File: src/scs_pkg.sv
// scs_pkg: register map, field positions, reset values and state carriers
// for the serializer control and status block.
// assumes one core clock; pixel clock, video, power-down, strap, remote interrupt and fault pins are synchronised inside the block.
package scs_pkg;
	localparam logic [7:0] A_GEN  = 8'h03;
	localparam logic [7:0] A_PCFG = 8'h05;
	localparam logic [7:0] A_LINK = 8'h0C;
	localparam logic [7:0] A_PSEL = 8'h1E;
	localparam logic [7:0] A_ICTL = 8'hC6;
	localparam logic [7:0] A_ISTS = 8'hC7;

	localparam int B_SEL0   = 0;
	localparam int B_SEL1   = 1;
	localparam int B_ADR2   = 2;
	localparam int B_MAP    = 2;
	localparam int B_FILT   = 4;
	localparam int B_IEN    = 0;
	localparam int B_ICRC   = 1;
	localparam int B_IREM   = 5;
	localparam int B_DET    = 0;
	localparam int B_RATE   = 1;
	localparam int BYTE_MSB = 7;

	localparam logic [7:0]  GEN_RST   = 8'h10;
	localparam logic [1:0]  FILT_LAST = 2'h2;
	localparam int          PAY_HALF  = 17;
	localparam logic [15:0] LFSR_SEED = 16'hACE1;
	localparam logic [15:0] LFSR_TAPS = 16'hB400;

	typedef struct packed {
		logic [23:0] rgb;
		logic        hs;
		logic        vs;
		logic        de;
		logic [3:0]  gpio;
		logic [1:0]  aud;
		logic        ctl;
	} scs_vid_t;

	typedef struct packed {
		logic [7:0] ctrl;
		logic [3:0] gpio;
		logic [3:0] crc;
	} scs_bc_t;

	typedef struct packed {
		logic [2:0] pclk;
		scs_vid_t   v1;
		scs_vid_t   v2;
		logic [1:0] pdn;
		logic [1:0] strap;
		logic [2:0] rem;
		logic [1:0] flt1;
		logic [1:0] flt2;
	} scs_sync_t;

	typedef struct packed {
		logic [7:0]       gen;
		logic [7:0]       psel;
		logic [7:0]       ictl;
		logic [7:0]       ists;
		logic [1:0][7:0]  pcfg;
		logic [1:0]       det;
		logic             map_ld;
		logic [1:0]       cf;
		logic [1:0][1:0]  cnt;
		logic [15:0]      lfsr;
		logic [34:0]      sym;
		logic             sym_v;
		logic [7:0]       rdata;
		logic             rvalid;
		logic             irq_n;
		logic             mirr_n;
		logic [3:0]       bc_gpio;
		logic [7:0]       bc_ctrl;
		logic [1:0]       bc_rate;
		logic             bc_v;
	} scs_core_t;

	typedef struct packed {
		scs_sync_t sy;
		scs_core_t c;
	} scs_state_t;

	localparam scs_core_t CORE_RST = '{gen: GEN_RST, irq_n: 1'h1,
		mirr_n: 1'h1, lfsr: LFSR_SEED, default: '0};
	localparam scs_sync_t SYNC_RST = '{rem: 3'h7, default: '0};

	function automatic logic [3:0] scs_crc(input scs_bc_t f);
		return f.ctrl[7:4] ^ f.ctrl[3:0] ^ f.gpio;
	endfunction
endpackage

File: src/scs_top.sv
// scs_top: serializer control/status: port-select register access,
// sync filter, colour mapping, symbol build, link fault and interrupts.
// assumes register and back-channel ports come from core_clk logic.
`timescale 1ns/1ps
module scs_top (
	input  wire logic              core_clk,
	input  wire logic              reset,
	input  wire logic              pixel_clk,
	input  wire scs_pkg::scs_vid_t video_in,
	input  wire logic              power_down_n,
	input  wire logic              colour_map_strap,
	input  wire logic              remote_irq_in_n,
	input  wire logic [1:0]        port_fault,
	input  wire logic              bc_valid,
	input  wire scs_pkg::scs_bc_t  bc_frame,
	input  wire logic [1:0]        bc_rate,
	input  wire logic              reg_wr,
	input  wire logic              reg_rd,
	input  wire logic              reg_alt,
	input  wire logic [7:0]        reg_addr,
	input  wire logic [7:0]        reg_wdata,
	output logic      [34:0]       symbol,
	output logic                   symbol_valid,
	output logic      [7:0]        reg_rdata,
	output logic                   reg_rvalid,
	output logic                   irq_out_n,
	output logic                   remote_irq_mirror_n,
	output logic      [3:0]        bc_gpio_out,
	output logic      [7:0]        bc_ctrl_out,
	output logic                   bc_ctrl_valid
);
	scs_pkg::scs_state_t q;
	scs_pkg::scs_state_t n;
	scs_pkg::scs_vid_t   pl;
	logic                pe;
	logic                rem_fall;
	logic                link_up;
	logic                acc_ok;
	logic                ridx;
	logic                isr_rd;
	logic                bc_bad;
	logic [1:0]          wmask;
	logic [1:0]          raw;
	logic [23:0]         mapped;
	logic [33:0]         scr;

	////////////////////////////////////////////////////////////////////////
	// pixel clock is only sampled; edge seen on the second stage
	assign pe = q.sy.pclk[1] & ~q.sy.pclk[2];
	assign rem_fall = q.sy.rem[2] & ~q.sy.rem[1];
	assign link_up = |q.c.det;
	assign raw = {q.sy.v2.de, q.sy.v2.hs};
	assign bc_bad = bc_frame.crc != scs_pkg::scs_crc(bc_frame);

	// second address with the enable off is not ours: no answer at all
	assign acc_ok = ~reg_alt | q.c.psel[scs_pkg::B_ADR2];
	assign ridx = q.c.psel[scs_pkg::B_ADR2] ? reg_alt
		: q.c.psel[scs_pkg::B_SEL1];
	assign wmask = q.c.psel[scs_pkg::B_ADR2] ? {reg_alt, ~reg_alt}
		: {q.c.psel[scs_pkg::B_SEL1], q.c.psel[scs_pkg::B_SEL0]};
	assign isr_rd = reg_rd & acc_ok & (reg_addr == scs_pkg::A_ISTS);

	// lsb mapping reverses bit order inside each colour byte
	for (genvar i = 0; i < 24; i++) begin : g_map
		assign mapped[i] = q.c.gen[scs_pkg::B_MAP]
			? q.sy.v2.rgb[i ^ scs_pkg::BYTE_MSB] : q.sy.v2.rgb[i];
	end

	////////////////////////////////////////////////////////////////////////
	always_comb begin
		n = q;
		n.sy.pclk = {q.sy.pclk[1:0], pixel_clk};
		n.sy.v1 = video_in;
		n.sy.v2 = q.sy.v1;
		n.sy.pdn = {q.sy.pdn[0], power_down_n};
		n.sy.strap = {q.sy.strap[0], colour_map_strap};
		n.sy.rem = {q.sy.rem[1:0], remote_irq_in_n};
		n.sy.flt1 = port_fault;
		n.sy.flt2 = q.sy.flt1;
		n.c.sym_v = 1'h0;
		n.c.rvalid = 1'h0;
		n.c.bc_v = 1'h0;

		// strap caught once after reset; software may override later
		if (!q.c.map_ld) begin
			n.c.gen[scs_pkg::B_MAP] = q.sy.strap[1];
			n.c.map_ld = 1'h1;
		end

		// index 0 is horizontal sync, index 1 is data enable
		if (pe) begin
			for (int i = 0; i < 2; i++) begin
				if (!q.c.gen[scs_pkg::B_FILT]) begin
					n.c.cf[i] = raw[i];
					n.c.cnt[i] = 2'h0;
				end else if (raw[i] == q.c.cf[i]) begin
					n.c.cnt[i] = 2'h0;
				end else if (q.c.cnt[i] == scs_pkg::FILT_LAST) begin
					n.c.cf[i] = raw[i];
					n.c.cnt[i] = 2'h0;
				end else begin
					n.c.cnt[i] = q.c.cnt[i] + 2'h1;
				end
			end
		end

		pl = q.sy.v2;
		pl.rgb = mapped;
		pl.hs = n.c.cf[0];
		pl.de = n.c.cf[1];
		scr = pl ^ {q.c.lfsr, q.c.lfsr, q.c.lfsr[1:0]};
		if (pe) begin
			n.c.lfsr = {1'h0, q.c.lfsr[15:1]}
				^ (q.c.lfsr[0] ? scs_pkg::LFSR_TAPS : 16'h0000);
			n.c.sym_v = 1'h1;
			// invert a heavy word and flag it, keeping the line balanced
			if ($countones(scr) > scs_pkg::PAY_HALF) begin
				n.c.sym = {1'h1, ~scr};
			end else begin
				n.c.sym = {1'h0, scr};
			end
		end

		if (bc_valid && !bc_bad) begin
			n.c.bc_gpio = bc_frame.gpio;
			n.c.bc_ctrl = bc_frame.ctrl;
			n.c.bc_rate = bc_rate;
			n.c.bc_v = 1'h1;
		end

		if (reg_wr && acc_ok) begin
			case (reg_addr)
				scs_pkg::A_GEN:  n.c.gen = reg_wdata;
				scs_pkg::A_PSEL: n.c.psel = reg_wdata;
				scs_pkg::A_ICTL: n.c.ictl = reg_wdata;
				scs_pkg::A_PCFG: begin
					for (int p = 0; p < 2; p++) begin
						if (wmask[p]) begin
							n.c.pcfg[p] = reg_wdata;
						end
					end
				end
				default: ;
			endcase
		end

		if (reg_rd && acc_ok) begin
			n.c.rvalid = 1'h1;
			n.c.rdata = 8'h00;
			case (reg_addr)
				scs_pkg::A_GEN:  n.c.rdata = q.c.gen;
				scs_pkg::A_PSEL: n.c.rdata = q.c.psel;
				scs_pkg::A_ICTL: n.c.rdata = q.c.ictl;
				scs_pkg::A_ISTS: n.c.rdata = q.c.ists;
				scs_pkg::A_PCFG: n.c.rdata = q.c.pcfg[ridx];
				scs_pkg::A_LINK: begin
					n.c.rdata[scs_pkg::B_DET] = q.c.det[ridx];
					n.c.rdata[scs_pkg::B_RATE +: 2] = q.c.bc_rate;
				end
				default: n.c.rdata = 8'h00;
			endcase
		end

		// any fault kind gives the same answer: no link detected
		n.c.det = ~q.sy.flt2;
		// set after clear, so an edge in the read cycle is kept
		if (isr_rd) begin
			n.c.ists = 8'h00;
		end
		if (rem_fall && link_up && q.c.ictl[scs_pkg::B_IREM]) begin
			n.c.ists[scs_pkg::B_IREM] = 1'h1;
		end
		if (bc_valid && bc_bad && q.c.ictl[scs_pkg::B_ICRC]) begin
			n.c.ists[scs_pkg::B_ICRC] = 1'h1;
		end
		n.c.irq_n = ~(q.c.ictl[scs_pkg::B_IEN] & |n.c.ists);
		n.c.mirr_n = link_up ? q.sy.rem[1] : 1'h1;

		if (!q.sy.pdn[1]) begin
			n.c = scs_pkg::CORE_RST;
		end
	end

	always_ff @(posedge core_clk) begin
		if (reset) begin
			q <= '{sy: scs_pkg::SYNC_RST, c: scs_pkg::CORE_RST};
		end else begin
			q <= n;
		end
	end

	assign symbol = q.c.sym;
	assign symbol_valid = q.c.sym_v;
	assign reg_rdata = q.c.rdata;
	assign reg_rvalid = q.c.rvalid;
	assign irq_out_n = q.c.irq_n;
	assign remote_irq_mirror_n = q.c.mirr_n;
	assign bc_gpio_out = q.c.bc_gpio;
	assign bc_ctrl_out = q.c.bc_ctrl;
	assign bc_ctrl_valid = q.c.bc_v;
endmodule

File: config.mk
export PLATFORM = sky130hd
export DESIGN_NAME = scs_top
export DESIGN_NICKNAME = d
export VERILOG_FILES = /design/src/scs_pkg.sv /design/src/scs_top.sv
export SDC_FILE = /design/constraint.sdc
export NUM_CORES = 1
export LEC_CHECK = 0
export ABC_AREA = 1
export BUFFER_PORTS_ARGS = -buffer_cell sky130_fd_sc_hd__buf_2
export CAP_MARGIN = 20
export CORE_MARGIN = 2
export CORE_UTILIZATION = 52
export DETAILED_ROUTE_END_ITERATION = 6
export GPL_TIMING_DRIVEN = 0
export PLACE_DENSITY = 0.73
export SYNTH_ARGS = -nofsm -noshare
export SYNTH_HDL_FRONTEND = slang
export SYNTH_SLANG_ARGS = --single-unit
File: constraint.sdc
create_clock -name core_clk -period 16.7 [get_ports core_clk]
set_input_delay 2.505 -clock core_clk [delete_from_list [all_inputs] [get_ports core_clk]]
set_output_delay 2.505 -clock core_clk [all_outputs]
set_load 0.02 [all_outputs]
==> results.yml, run 1 <==
synth:
  synth_top_cell_by_area: "sky130_fd_sc_hd__dfxtp_1"
  part_of_the_yosys_area_used_for_sequential_elements_pct: 40.9
  yosys_warnings: 0
  post-synth-top-count-cell: "sky130_fd_sc_hd__inv_1"
  syn-instance-count: 1447
  yosysTopAreaCellShare_pct: 40.9
  mappedNetlistArea_sq_um: 10600
  synth_nets: 1561
  synth_async_sr_flop_share_pct: 0
  synth_seq_cells: 217
  post_synth_main_area_contributors: "sky130_fd_sc_hd__dfxtp_1, sky130_fd_sc_hd__inv_1, sky130_fd_sc_hd__nand2_1, sky130_fd_sc_hd__nor2_1, sky130_fd_sc_hd__fa_1"
  synth_cell_types: 42
  synth_enable_flop_cells: 0
  netlist_top_cells_count: "sky130_fd_sc_hd__inv_1, sky130_fd_sc_hd__nand2_1, sky130_fd_sc_hd__dfxtp_1, sky130_fd_sc_hd__nor2_1, sky130_fd_sc_hd__nand3_1"
  synth_flop_cell: "sky130_fd_sc_hd__dfxtp_1"
  syn-mean-instance-area_sq_um: 7.33
worst_hold_path:
  min_delay_worst_endpoint: "q[86]$_SDFF_PP0_"
  min_path_type: "reg2reg"
  hold_start: "q[136]$_SDFF_PP0_"
  worst_hold_path.num_cells: 1
clocking:
  cts-hold-fix-buffers: 0
  cts-resized-gates: 0
  cts_made_buffers: 22
  cts_tree: "done"
  clkSlewWorstSetupHoldPaths_ps: 60
  clk-insertion-delay-late_ps: 500
  cts-root-buf: "sky130_fd_sc_hd__clkbuf_16"
  buffers_from_clock_root_to_sink_at_most: 3
  cts.sink_count: 217
  h-tree-depth: 1
  setup_fix_bufs_post_cts: 0
floorplan:
  starting_density_of_the_core_pct: 52.8
  row_count: 52
  chip_height_um: 147
  die_w_um: 147
  pin_count: 140
  die-area_sq_um: 21600
  fp.coreArea_sq_um: 20100
worst_setup_path:
  crit_path_frequent_cell: "sky130_fd_sc_hd__fa_1"
  ff2ff_setup_slack_ps: 10200
  cp.required_ps: 17140
  timing.rr.start: "q[129]$_SDFF_PP0_"
  path_max_fanout: 10
  cpMaxStageDelayCell: "sky130_fd_sc_hd__fa_1"
  end_kind: "register"
  worstSetupPathType: "reg2reg"
  r2r_end: "symbol[32]$_SDFFE_PP0N_"
  cp-start-kind: "register"
  critical_path.max_stage_delay_ps: 550
  worst_ep_arrival_time_ps: 6940
  cp-startpoint: "q[129]$_SDFF_PP0_"
  worst_r2r_path_depth: 28
sta:
  skew_ps: 12.8
  min_period_over_period_pct: 38.9
  finalSetupViolations: 0
  shortest_period_the_worst_path_allows_ps: 6500
  setup_total_negative_slack_ps: 0
  hold_violations: 0
  setup_repair_after_global_routing_missed_its_margin: "no"
  timing.slew.headroom_pct: 42.1
  fmax_ghz: 0.154
  maxSlewViolCount: 0
  tightestPinTransition_ps: 861
  final.hold.worst_slack_ps: 382
cells_and_area:
  finish.utilization_pct: 61.5
  drive_above_1_share_pct: 17.9
  layout.nets: 1722
  insertedDiodeCount: 0
  area_delta_synth_final_pct: 16.6
  instances_no_fill: 1893
routing:
  post_drt_via_cell_ratio: 4.75
  routed_wire_length_per_instance_um: 12.9
  ant_nets: 0
  routed-via-count: 8997
  drt_iter0_markers: 631
  drc_errors: 0
  total_length_of_routed_wires_um: 24500
  drt_first_pass_iters: 5
run_status:
  status: "finished clean"
place:
  port_buffers: 137
  place_hpwl_um: 18800
  post-place-cells: 1854
  gp_congestion: 0.943
global_route:
  grt_util_all_layers_pct: 22.4
  first_pass_grt_wire_length_um: 39400
  number_of_antenna_violations_at_the_first_check_in_global_routing: 0
  grt-ovfl-total: 0
  grt_pass1_vias: 8051
  pin_count_of_the_biggest_net_entering_global_routing: 16
power_and_ir_drop:
  power.total_uw: 1690
  power.density_nw_per_um2: 137
  power_leakage_uw: 0.00591
  max-vdd-ir-drop_uv: 117
job:
  cap_violations: 0
[cells in the final DEF, fill, tap and decap left out, types with 11 or more instances in the layout]
| master | Yosys | layout |
|---|---|---|
| sky130_fd_sc_hd__buf_2 | 15 | 152 |
| sky130_fd_sc_hd__inv_1 | 269 | 269 |
| sky130_fd_sc_hd__xor2_1 | 27 | 27 |
| sky130_fd_sc_hd__dfxtp_1 | 217 | 217 |
| sky130_fd_sc_hd__nor2_1 | 199 | 199 |
| sky130_fd_sc_hd__nand3_1 | 100 | 100 |
| sky130_fd_sc_hd__o21ai_1 | 13 | 13 |
| sky130_fd_sc_hd__o21ai_0 | 80 | 80 |
| sky130_fd_sc_hd__clkbuf_1 | 23 | 25 |
| sky130_fd_sc_hd__nand2_1 | 234 | 234 |
| sky130_fd_sc_hd__a21oi_1 | 64 | 64 |
| sky130_fd_sc_hd__fa_1 | 26 | 26 |
| sky130_fd_sc_hd__buf_1 | 11 | 11 |
| sky130_fd_sc_hd__nand3b_1 | 11 | 11 |
| sky130_fd_sc_hd__clkbuf_16 | 0 | 23 |
| sky130_fd_sc_hd__xnor2_1 | 20 | 20 |
| sky130_fd_sc_hd__buf_4 | 61 | 61 |
[final cells by class]
class                   instances  area, sq um
clock inverters                 8         73.8
inverters                     276         1040
well taps                     270          338
fillers                      1830         7730
multi-input cells             838         4500
flip-flops and latches        217         4340
repair buffers                137          686
clock buffers                  31          666
plain buffers                 116          728
[state kept, by name, summed over array words and instances, names as in the netlist]
signal               cells
reg_rdata                8
bc_ctrl_out              8
symbol_valid             1
n                       42
bc_ctrl_valid            1
reg_rvalid               1
remote_irq_mirror_n      1
q                      107
symbol                  35
pl                       8
bc_gpio_out              4
irq_out_n                1
[logic make-up after synthesis]
group | share of synthesized area [%]
AOI/OAI and AO/OA | 9.48
xor gates and xnor gates | 3.88
adders and majority gates | 5.85
buffers and inverters | 16.7
DFF | 40.9
muxes | 0.106
and+or+nand+nor | 23.1
[how the worst max path moves through the flow]
| stage | to | slack [ps] | cells past startpoint |
|---|---|---|---|
| CTS | symbol[0]$_SDFFE_PP0N_ | 10260 | 28 |
| detailed placement | symbol[0]$_SDFFE_PP0N_ | 10280 | 28 |
| floorplan | symbol[30]$_SDFFE_PP0N_ | 10950 | 28 |
| global route | symbol[31]$_SDFFE_PP0N_ | 9900 | 28 |
| finish | symbol[32]$_SDFFE_PP0N_ | 10200 | 28 |
| global placement | symbol[32]$_SDFFE_PP0N_ | 10380 | 29 |
[routing by layer]
| layer | part of all wire [%] | routed length [um] | up-vias | global-route usage [%] |
|---|---|---|---|---|
| met5 | 0 | 0 | - | 0 |
| met4 | 1.7 | 426 | 0 | 4.81 |
| met3 | 7.4 | 1800 | 30 | 3.51 |
| met2 | 43 | 10400 | 302 | 34.5 |
| met1 | 48 | 11800 | 4004 | 33.4 |
| li1 | - | - | 4661 | - |
[where the power goes]
| part | internal, uW | switching (uW) |
|---|---|---|
| registers | 528 | 3.96 |
| logic | 233 | 429 |
| clock network | 294 | 201 |
[metrics by stage]
stage	instance area, sq um	setup slack (ps)
after detailed placement	11600	10280
after global routing	12400	9900
after floorplan	10600	10950
after global placement	11600	10380
final	12400	10200
after CTS	12400	10260
[worst max-delay path: cells and delay by family (launching register included)]
kind	cells	cell delay (ps)
DFF	1	350
xor gates and xnor gates	1	470
AOI/OAI and AO/OA	2	210
and+or+nand+nor	7	580
adders and majority gates	8	3800
buffers and inverters	10	1040
No activity file was read; power rests on OpenSTA's default activity.
==> run 2, diff against run 1 <==
- PLACE_DENSITY: 0.73 -> 0.76
- clock period: 16.7 -> 5.5 ns (I/O delays scaled with it)
==> run 2 against run 1 <==
Against the previous run: the flow now finishes with violations (DRC, setup timing); maximum frequency increased by 6.7%; non-clock buffer count increased by 72; register-to-register slack got worse by 11000 ps; routed wire length increased by 12%; worst setup slack got worse by 11000 ps; clock-buffer cell count decreased by 6; via count increased by 6.6%; sequential share of layout area decreased by 2.6 points; core utilization increased by 5.0 points; cell count increased by 3.9%; clock skew decreased by 2.8 ps; critical path type unchanged; largest cell class unchanged.
==> results.yml, run 2 (synthesis results as in run 1) <==
run_status:
  status: "finished with violations"
  violations: "DRC, setup timing"
cells_and_area:
  layout_commonest_cell: "sky130_fd_sc_hd__inv_1"
  top_register: "q"
  largest_reg_flops: 107
  area_delta_synth_final_pct: 26.1
  mostFrequentLayoutCells: "sky130_fd_sc_hd__inv_1, sky130_fd_sc_hd__nand2_1, sky130_fd_sc_hd__dfxtp_1, sky130_fd_sc_hd__nor2_1, sky130_fd_sc_hd__buf_2"
  multiInputGateArea_sq_um: 4810
  fillCellCount: 1675
  drive_above_1_share_pct: 25.2
  insertedDiodeCount: 0
  ff_latch_area_sq_um: 4350
  layout.nets: 1795
  finish.utilization_pct: 66.6
worst_setup_path:
  end_kind: "register"
  worstPathBufferInverterCount: 42
  cp.required_ps: 5910
  timing.rr.start: "q[129]$_SDFF_PP0_"
  ff2ff_setup_slack_ps: -600
  critical_path.max_stage_delay_ps: 320
  cp-startpoint: "q[129]$_SDFF_PP0_"
  r2r_end: "symbol[13]$_SDFFE_PP0N_"
  timing.critical_path.max_delay_family: "buffers and inverters"
  timing.critical_path.depth: 48
  crit_path_frequent_cell: "sky130_fd_sc_hd__buf_4"
  worst_ep_arrival_time_ps: 6500
  worst_r2r_path_depth: 48
  cp-start-kind: "register"
  path_max_fanout: 6
  cp-endpoint: "symbol[13]$_SDFFE_PP0N_"
  cpMaxStageDelayCell: "sky130_fd_sc_hd__dfxtp_2"
  worstSetupPathType: "reg2reg"
place:
  gp_congestion: 0.913
  dp_slack_ps: -611
  port_buffers: 137
  place_hpwl_um: 18900
sta:
  maxSlewViolCount: 0
  final.hold.worst_slack_ps: 387
  hold_violations: 0
  skew_ps: 9.96
  finalSetupViolations: 35
  shortest_period_the_worst_path_allows_ps: 6100
  timing.slew.headroom_pct: 48.3
  finalWorstSetupSlack_ps: -596
  tightestPinTransition_ps: 775
  fmax_ghz: 0.164
  min_period_over_period_pct: 111
  setup_repair_after_global_routing_missed_its_margin: "yes"
  setup_total_negative_slack_ps: -18520
routing:
  drt_first_pass_iters: 7
  drc_errors: 5
  routed-via-count: 9594
  ant_nets: 0
  routed_wire_length_per_instance_um: 13.9
  drt_iter0_markers: 793
  total_length_of_routed_wires_um: 27400
  post_drt_via_cell_ratio: 4.88
clocking:
  clk-insertion-delay-late_ps: 510
  clkSlewWorstSetupHoldPaths_ps: 60
  buffers_from_clock_root_to_sink_at_most: 3
  cts-hold-fix-buffers: 0
  cts.sink_count: 217
  cts-root-buf: "sky130_fd_sc_hd__clkbuf_16"
  cts_tree: "done"
  h-tree-depth: 1
  cts_made_buffers: 22
power_and_ir_drop:
  power.density_nw_per_um2: 488
  power_leakage_uw: 0.00640
  max-vdd-ir-drop_uv: 376
global_route:
  first_pass_grt_wire_length_um: 43500
  pin_count_of_the_biggest_net_entering_global_routing: 16
  number_of_antenna_violations_at_the_first_check_in_global_routing: 0
  grt_pass1_vias: 8872
  grt_util_all_layers_pct: 24.8
  grt-ovfl-total: 0
floorplan:
  chip_height_um: 147
  starting_density_of_the_core_pct: 52.8
  fp.coreArea_sq_um: 20100
  die_w_um: 147
  die-area_sq_um: 21600
  row_count: 52
  pin_count: 140
worst_hold_path:
  min_path_type: "reg2reg"
  hold_start: "q[136]$_SDFF_PP0_"
job:
  cap_violations: 0
[run 2: cell types whose count changed in the layout (fill, tap and decap cells not counted), sizes merged]
cell      previous run  this run
clkbuf              54        47
clkinvlp             2         1
bufinv               1         5
nand2              239       240
buf                230       303
clkinv               5         9
[run 2: stage by stage]
step	cells	area [sq um]	total power, uW
final	1967	13400	6530
after global routing	1967	13400	6820
after floorplan	1447	10700	3380
after detailed placement	1854	11700	3830
after global placement	1854	11700	3770
after CTS	1958	13200	5990
[run 2: worst min-delay path by stage]
| stage | to | cells after the start |
|---|---|---|
| 2_1_floorplan | q[85]$_SDFF_PP0_ | 1 |
| 3_3_place_gp | q[86]$_SDFF_PP0_ | 1 |
| 3_5_place_dp | q[86]$_SDFF_PP0_ | 1 |
| 4_1_cts | q[86]$_SDFF_PP0_ | 1 |
| 5_1_grt | q[86]$_SDFF_PP0_ | 1 |
| 6_report | q[86]$_SDFF_PP0_ | 1 |
[run 2: area by class of cell]
class	count	area share (%)
clock inverters	15	1.63
repair buffers	210	9.40
inverters	276	7.80
clock buffers	25	4.43
flip-flops and latches	217	32.5
multi-input cells	839	35.9
well taps	270	2.52
plain buffers	115	5.82
[run 2: layer usage]
metal / wire (um) / track usage [%] / share of wire (%)
met3: 2210 / 4.25 / 8.1
met5: 0 / 0 / 0
met4: 940 / 9.42 / 3.4
met1: 12100 / 33.9 / 44
met2: 12200 / 39.4 / 44
[run 2: repair_timing]
action,4_1_cts,5_1_grt
buffers inserted,62,8
endpoints found under the setup margin,35,35
gates resized for setup,55,30
pin swaps,28,9
gates cloned,4,2
[run 2: where the power goes]
part | switching (uW) | total (uW) | leakage, uW | internal [uW]
Clock | 632 | 1650 | 0.000399 | 1020
Combinational | 1890 | 3260 | 0.00423 | 1370
Sequential | 12.8 | 1620 | 0.00177 | 1600
Total | 2530 | 6530 | 0.00640 | 3990
==> run 3, diff against run 2 <==
- CORE_ASPECT_RATIO: default -> 1.75
==> run 3 against run 2 <==
Against the previous run: the run ends with setup timing left; largest power group unchanged; clock-buffer cell count up 1; final area is 0.89% lower; clock power is 14% lower; total power shrank 2.5%; worst setup slack lost 100 ps; clock skew up 17 ps; critical path depth is 19 lower.
==> results.yml, run 3 (synthesis results as in run 1) <==
power_and_ir_drop:
  switchingPower_uw: 2580
  seqPwrFrac_pct: 25.4
  power.share.switching_pct: 40.5
  comb_power_share_pct: 52.2
  power_leakage_uw: 0.00629
  cell_internal_pwr_uw: 3790
  max-vdd-ir-drop_uv: 632
  power.density_nw_per_um2: 480
  clock_power_share_pct: 22.4
cells_and_area:
  top_register: "q"
  drive_above_1_share_pct: 25.7
  multiInputGateArea_sq_um: 4910
  ff_latch_area_sq_um: 4350
  layout_commonest_cell: "sky130_fd_sc_hd__inv_1"
  mostFrequentLayoutCells: "sky130_fd_sc_hd__inv_1, sky130_fd_sc_hd__dfxtp_1, sky130_fd_sc_hd__nand2_1, sky130_fd_sc_hd__nor2_1, sky130_fd_sc_hd__buf_2"
  insertedDiodeCount: 0
  design_area_sq_um: 13300
  layout.nets: 1784
  fillCellCount: 1715
  area_delta_synth_final_pct: 25.0
  largest_reg_flops: 107
global_route:
  number_of_antenna_violations_at_the_first_check_in_global_routing: 0
  first_pass_grt_wire_length_um: 45300
  grt-ovfl-total: 0
  pin_count_of_the_biggest_net_entering_global_routing: 17
  grt_util_all_layers_pct: 26.7
  grt_pass1_vias: 9259
clocking:
  cts_tree: "done"
  cts.sink_count: 217
  h-tree-depth: 1
  cts-root-buf: "sky130_fd_sc_hd__clkbuf_16"
  cts-hold-fix-buffers: 0
  buffers_from_clock_root_to_sink_at_most: 3
  clkSlewWorstSetupHoldPaths_ps: 70
  clk-insertion-delay-late_ps: 520
  cts_made_buffers: 20
place:
  post_dp_cell_area_sq_um: 11700
  gp_congestion: 0.975
  place_hpwl_um: 20800
  port_buffers: 137
  dp_slack_ps: -913
worst_setup_path:
  worst_r2r_path_depth: 29
  cp-endpoint: "symbol[9]$_SDFFE_PP0N_"
  worst_ep_arrival_time_ps: 6650
  timing.critical_path.depth: 29
  cp-start-kind: "register"
  timing.rr.start: "q[129]$_SDFF_PP0_"
  cpMaxStageDelayCell: "sky130_fd_sc_hd__fa_2"
  cp.required_ps: 5950
  cp-startpoint: "q[129]$_SDFF_PP0_"
  worstPathBufferInverterCount: 12
  timing.critical_path.max_delay_family: "adder cells"
  r2r_end: "symbol[9]$_SDFFE_PP0N_"
  path_max_fanout: 7
  ff2ff_setup_slack_ps: -700
  worstSetupPathType: "reg2reg"
  end_kind: "register"
  critical_path.max_stage_delay_ps: 570
sta:
  maxSlewViolCount: 0
  shortest_period_the_worst_path_allows_ps: 6200
  timing.slew.headroom_pct: 35.8
  finalSetupViolations: 35
  setup_repair_after_global_routing_missed_its_margin: "yes"
  finalWorstSetupSlack_ps: -699
  tightestPinTransition_ps: 963
  skew_ps: 26.9
  hold_violations: 0
  fmax_ghz: 0.161
  min_period_over_period_pct: 113
floorplan:
  chip_height_um: 193
  die_w_um: 112
  pin_count: 140
  fp.coreArea_sq_um: 20200
  die-area_sq_um: 21600
  starting_density_of_the_core_pct: 52.5
  row_count: 69
routing:
  drc_errors: 0
  post_drt_via_cell_ratio: 5.06
  total_length_of_routed_wires_um: 30200
  routed_wire_length_per_instance_um: 15.7
  drt_iter0_markers: 715
  drt_first_pass_iters: 7
  routed-via-count: 9776
  ant_nets: 0
worst_hold_path:
  hold_start: "n[160]$_SDFF_PP0_"
  min_path_type: "reg2reg"
run_status:
  violations: "setup timing"
  status: "finished with violations"
job:
  cap_violations: 0
run 3: worst min-delay path, cell delays in order (launching register included):
cell and delay [ps]:
sky130_fd_sc_hd__dfxtp_1 290, sky130_fd_sc_hd__inv_1 40, sky130_fd_sc_hd__nor2_1 30
run 3: layout make-up:
type                            count  share of cell area (%)
Clock buffer                       26                    4.09
Sequential cell                   217                    32.8
Timing Repair Buffer              201                    9.08
Inverter                          276                    7.87
Clock inverter                     10                    1.00
Buffer                            115                    5.83
Multi-Input combinational cell    839                    37.0
Tap cell                          248                    2.34
run 3: what timing repair did:
action                                 CTS  global route
gates cloned                             4             1
endpoints found under the hold margin    0             0
setup buffers                           53             9
pin swaps                               12            23
setup endpoints to repair               35            35
gates resized for setup                 50            55
run 3: how the worst min path moves through the flow:
| stage | depth (start not counted) | endpoint |
|---|---|---|
| floorplan | 1 | q[85]$_SDFF_PP0_ |
| global placement | 1 | q[85]$_SDFF_PP0_ |
| detailed placement | 1 | q[85]$_SDFF_PP0_ |
| CTS | 2 | q[160]$_SDFF_PP0_ |
| global route | 2 | q[175]$_SDFF_PP0_ |
| finish | 2 | q[160]$_SDFF_PP0_ |
run 3: per-layer routing:
metal / part of all wire, % / global-route usage, %
met5: 0 / 0
met4: 8.9 / 22.6
met3: 5.4 / 2.91
met2: 53 / 51.1
met1: 33 / 25.0
run 3: through the flow:
stage	setup TNS (ps)	total power (uW)	hold slack (ps)	util [%]	instances
floorplan	-331	3380	368	-	1447
global placement	-26390	3820	373	57.7	1832
detailed placement	-28710	3880	380	57.7	1832
CTS	-13560	5730	375	64.2	1924
global route	-26480	6670	391	65.7	1932
finish	-21350	6360	373	65.7	1932
run 3: power groups by stage:
stage	registers (uW)	logic (uW)	clock network, uW
floorplan	1650	1730	0
global placement	1650	2170	0
detailed placement	1650	2230	0
CTS	1620	2680	1430
global route	1620	3550	1490
finish	1620	3320	1420
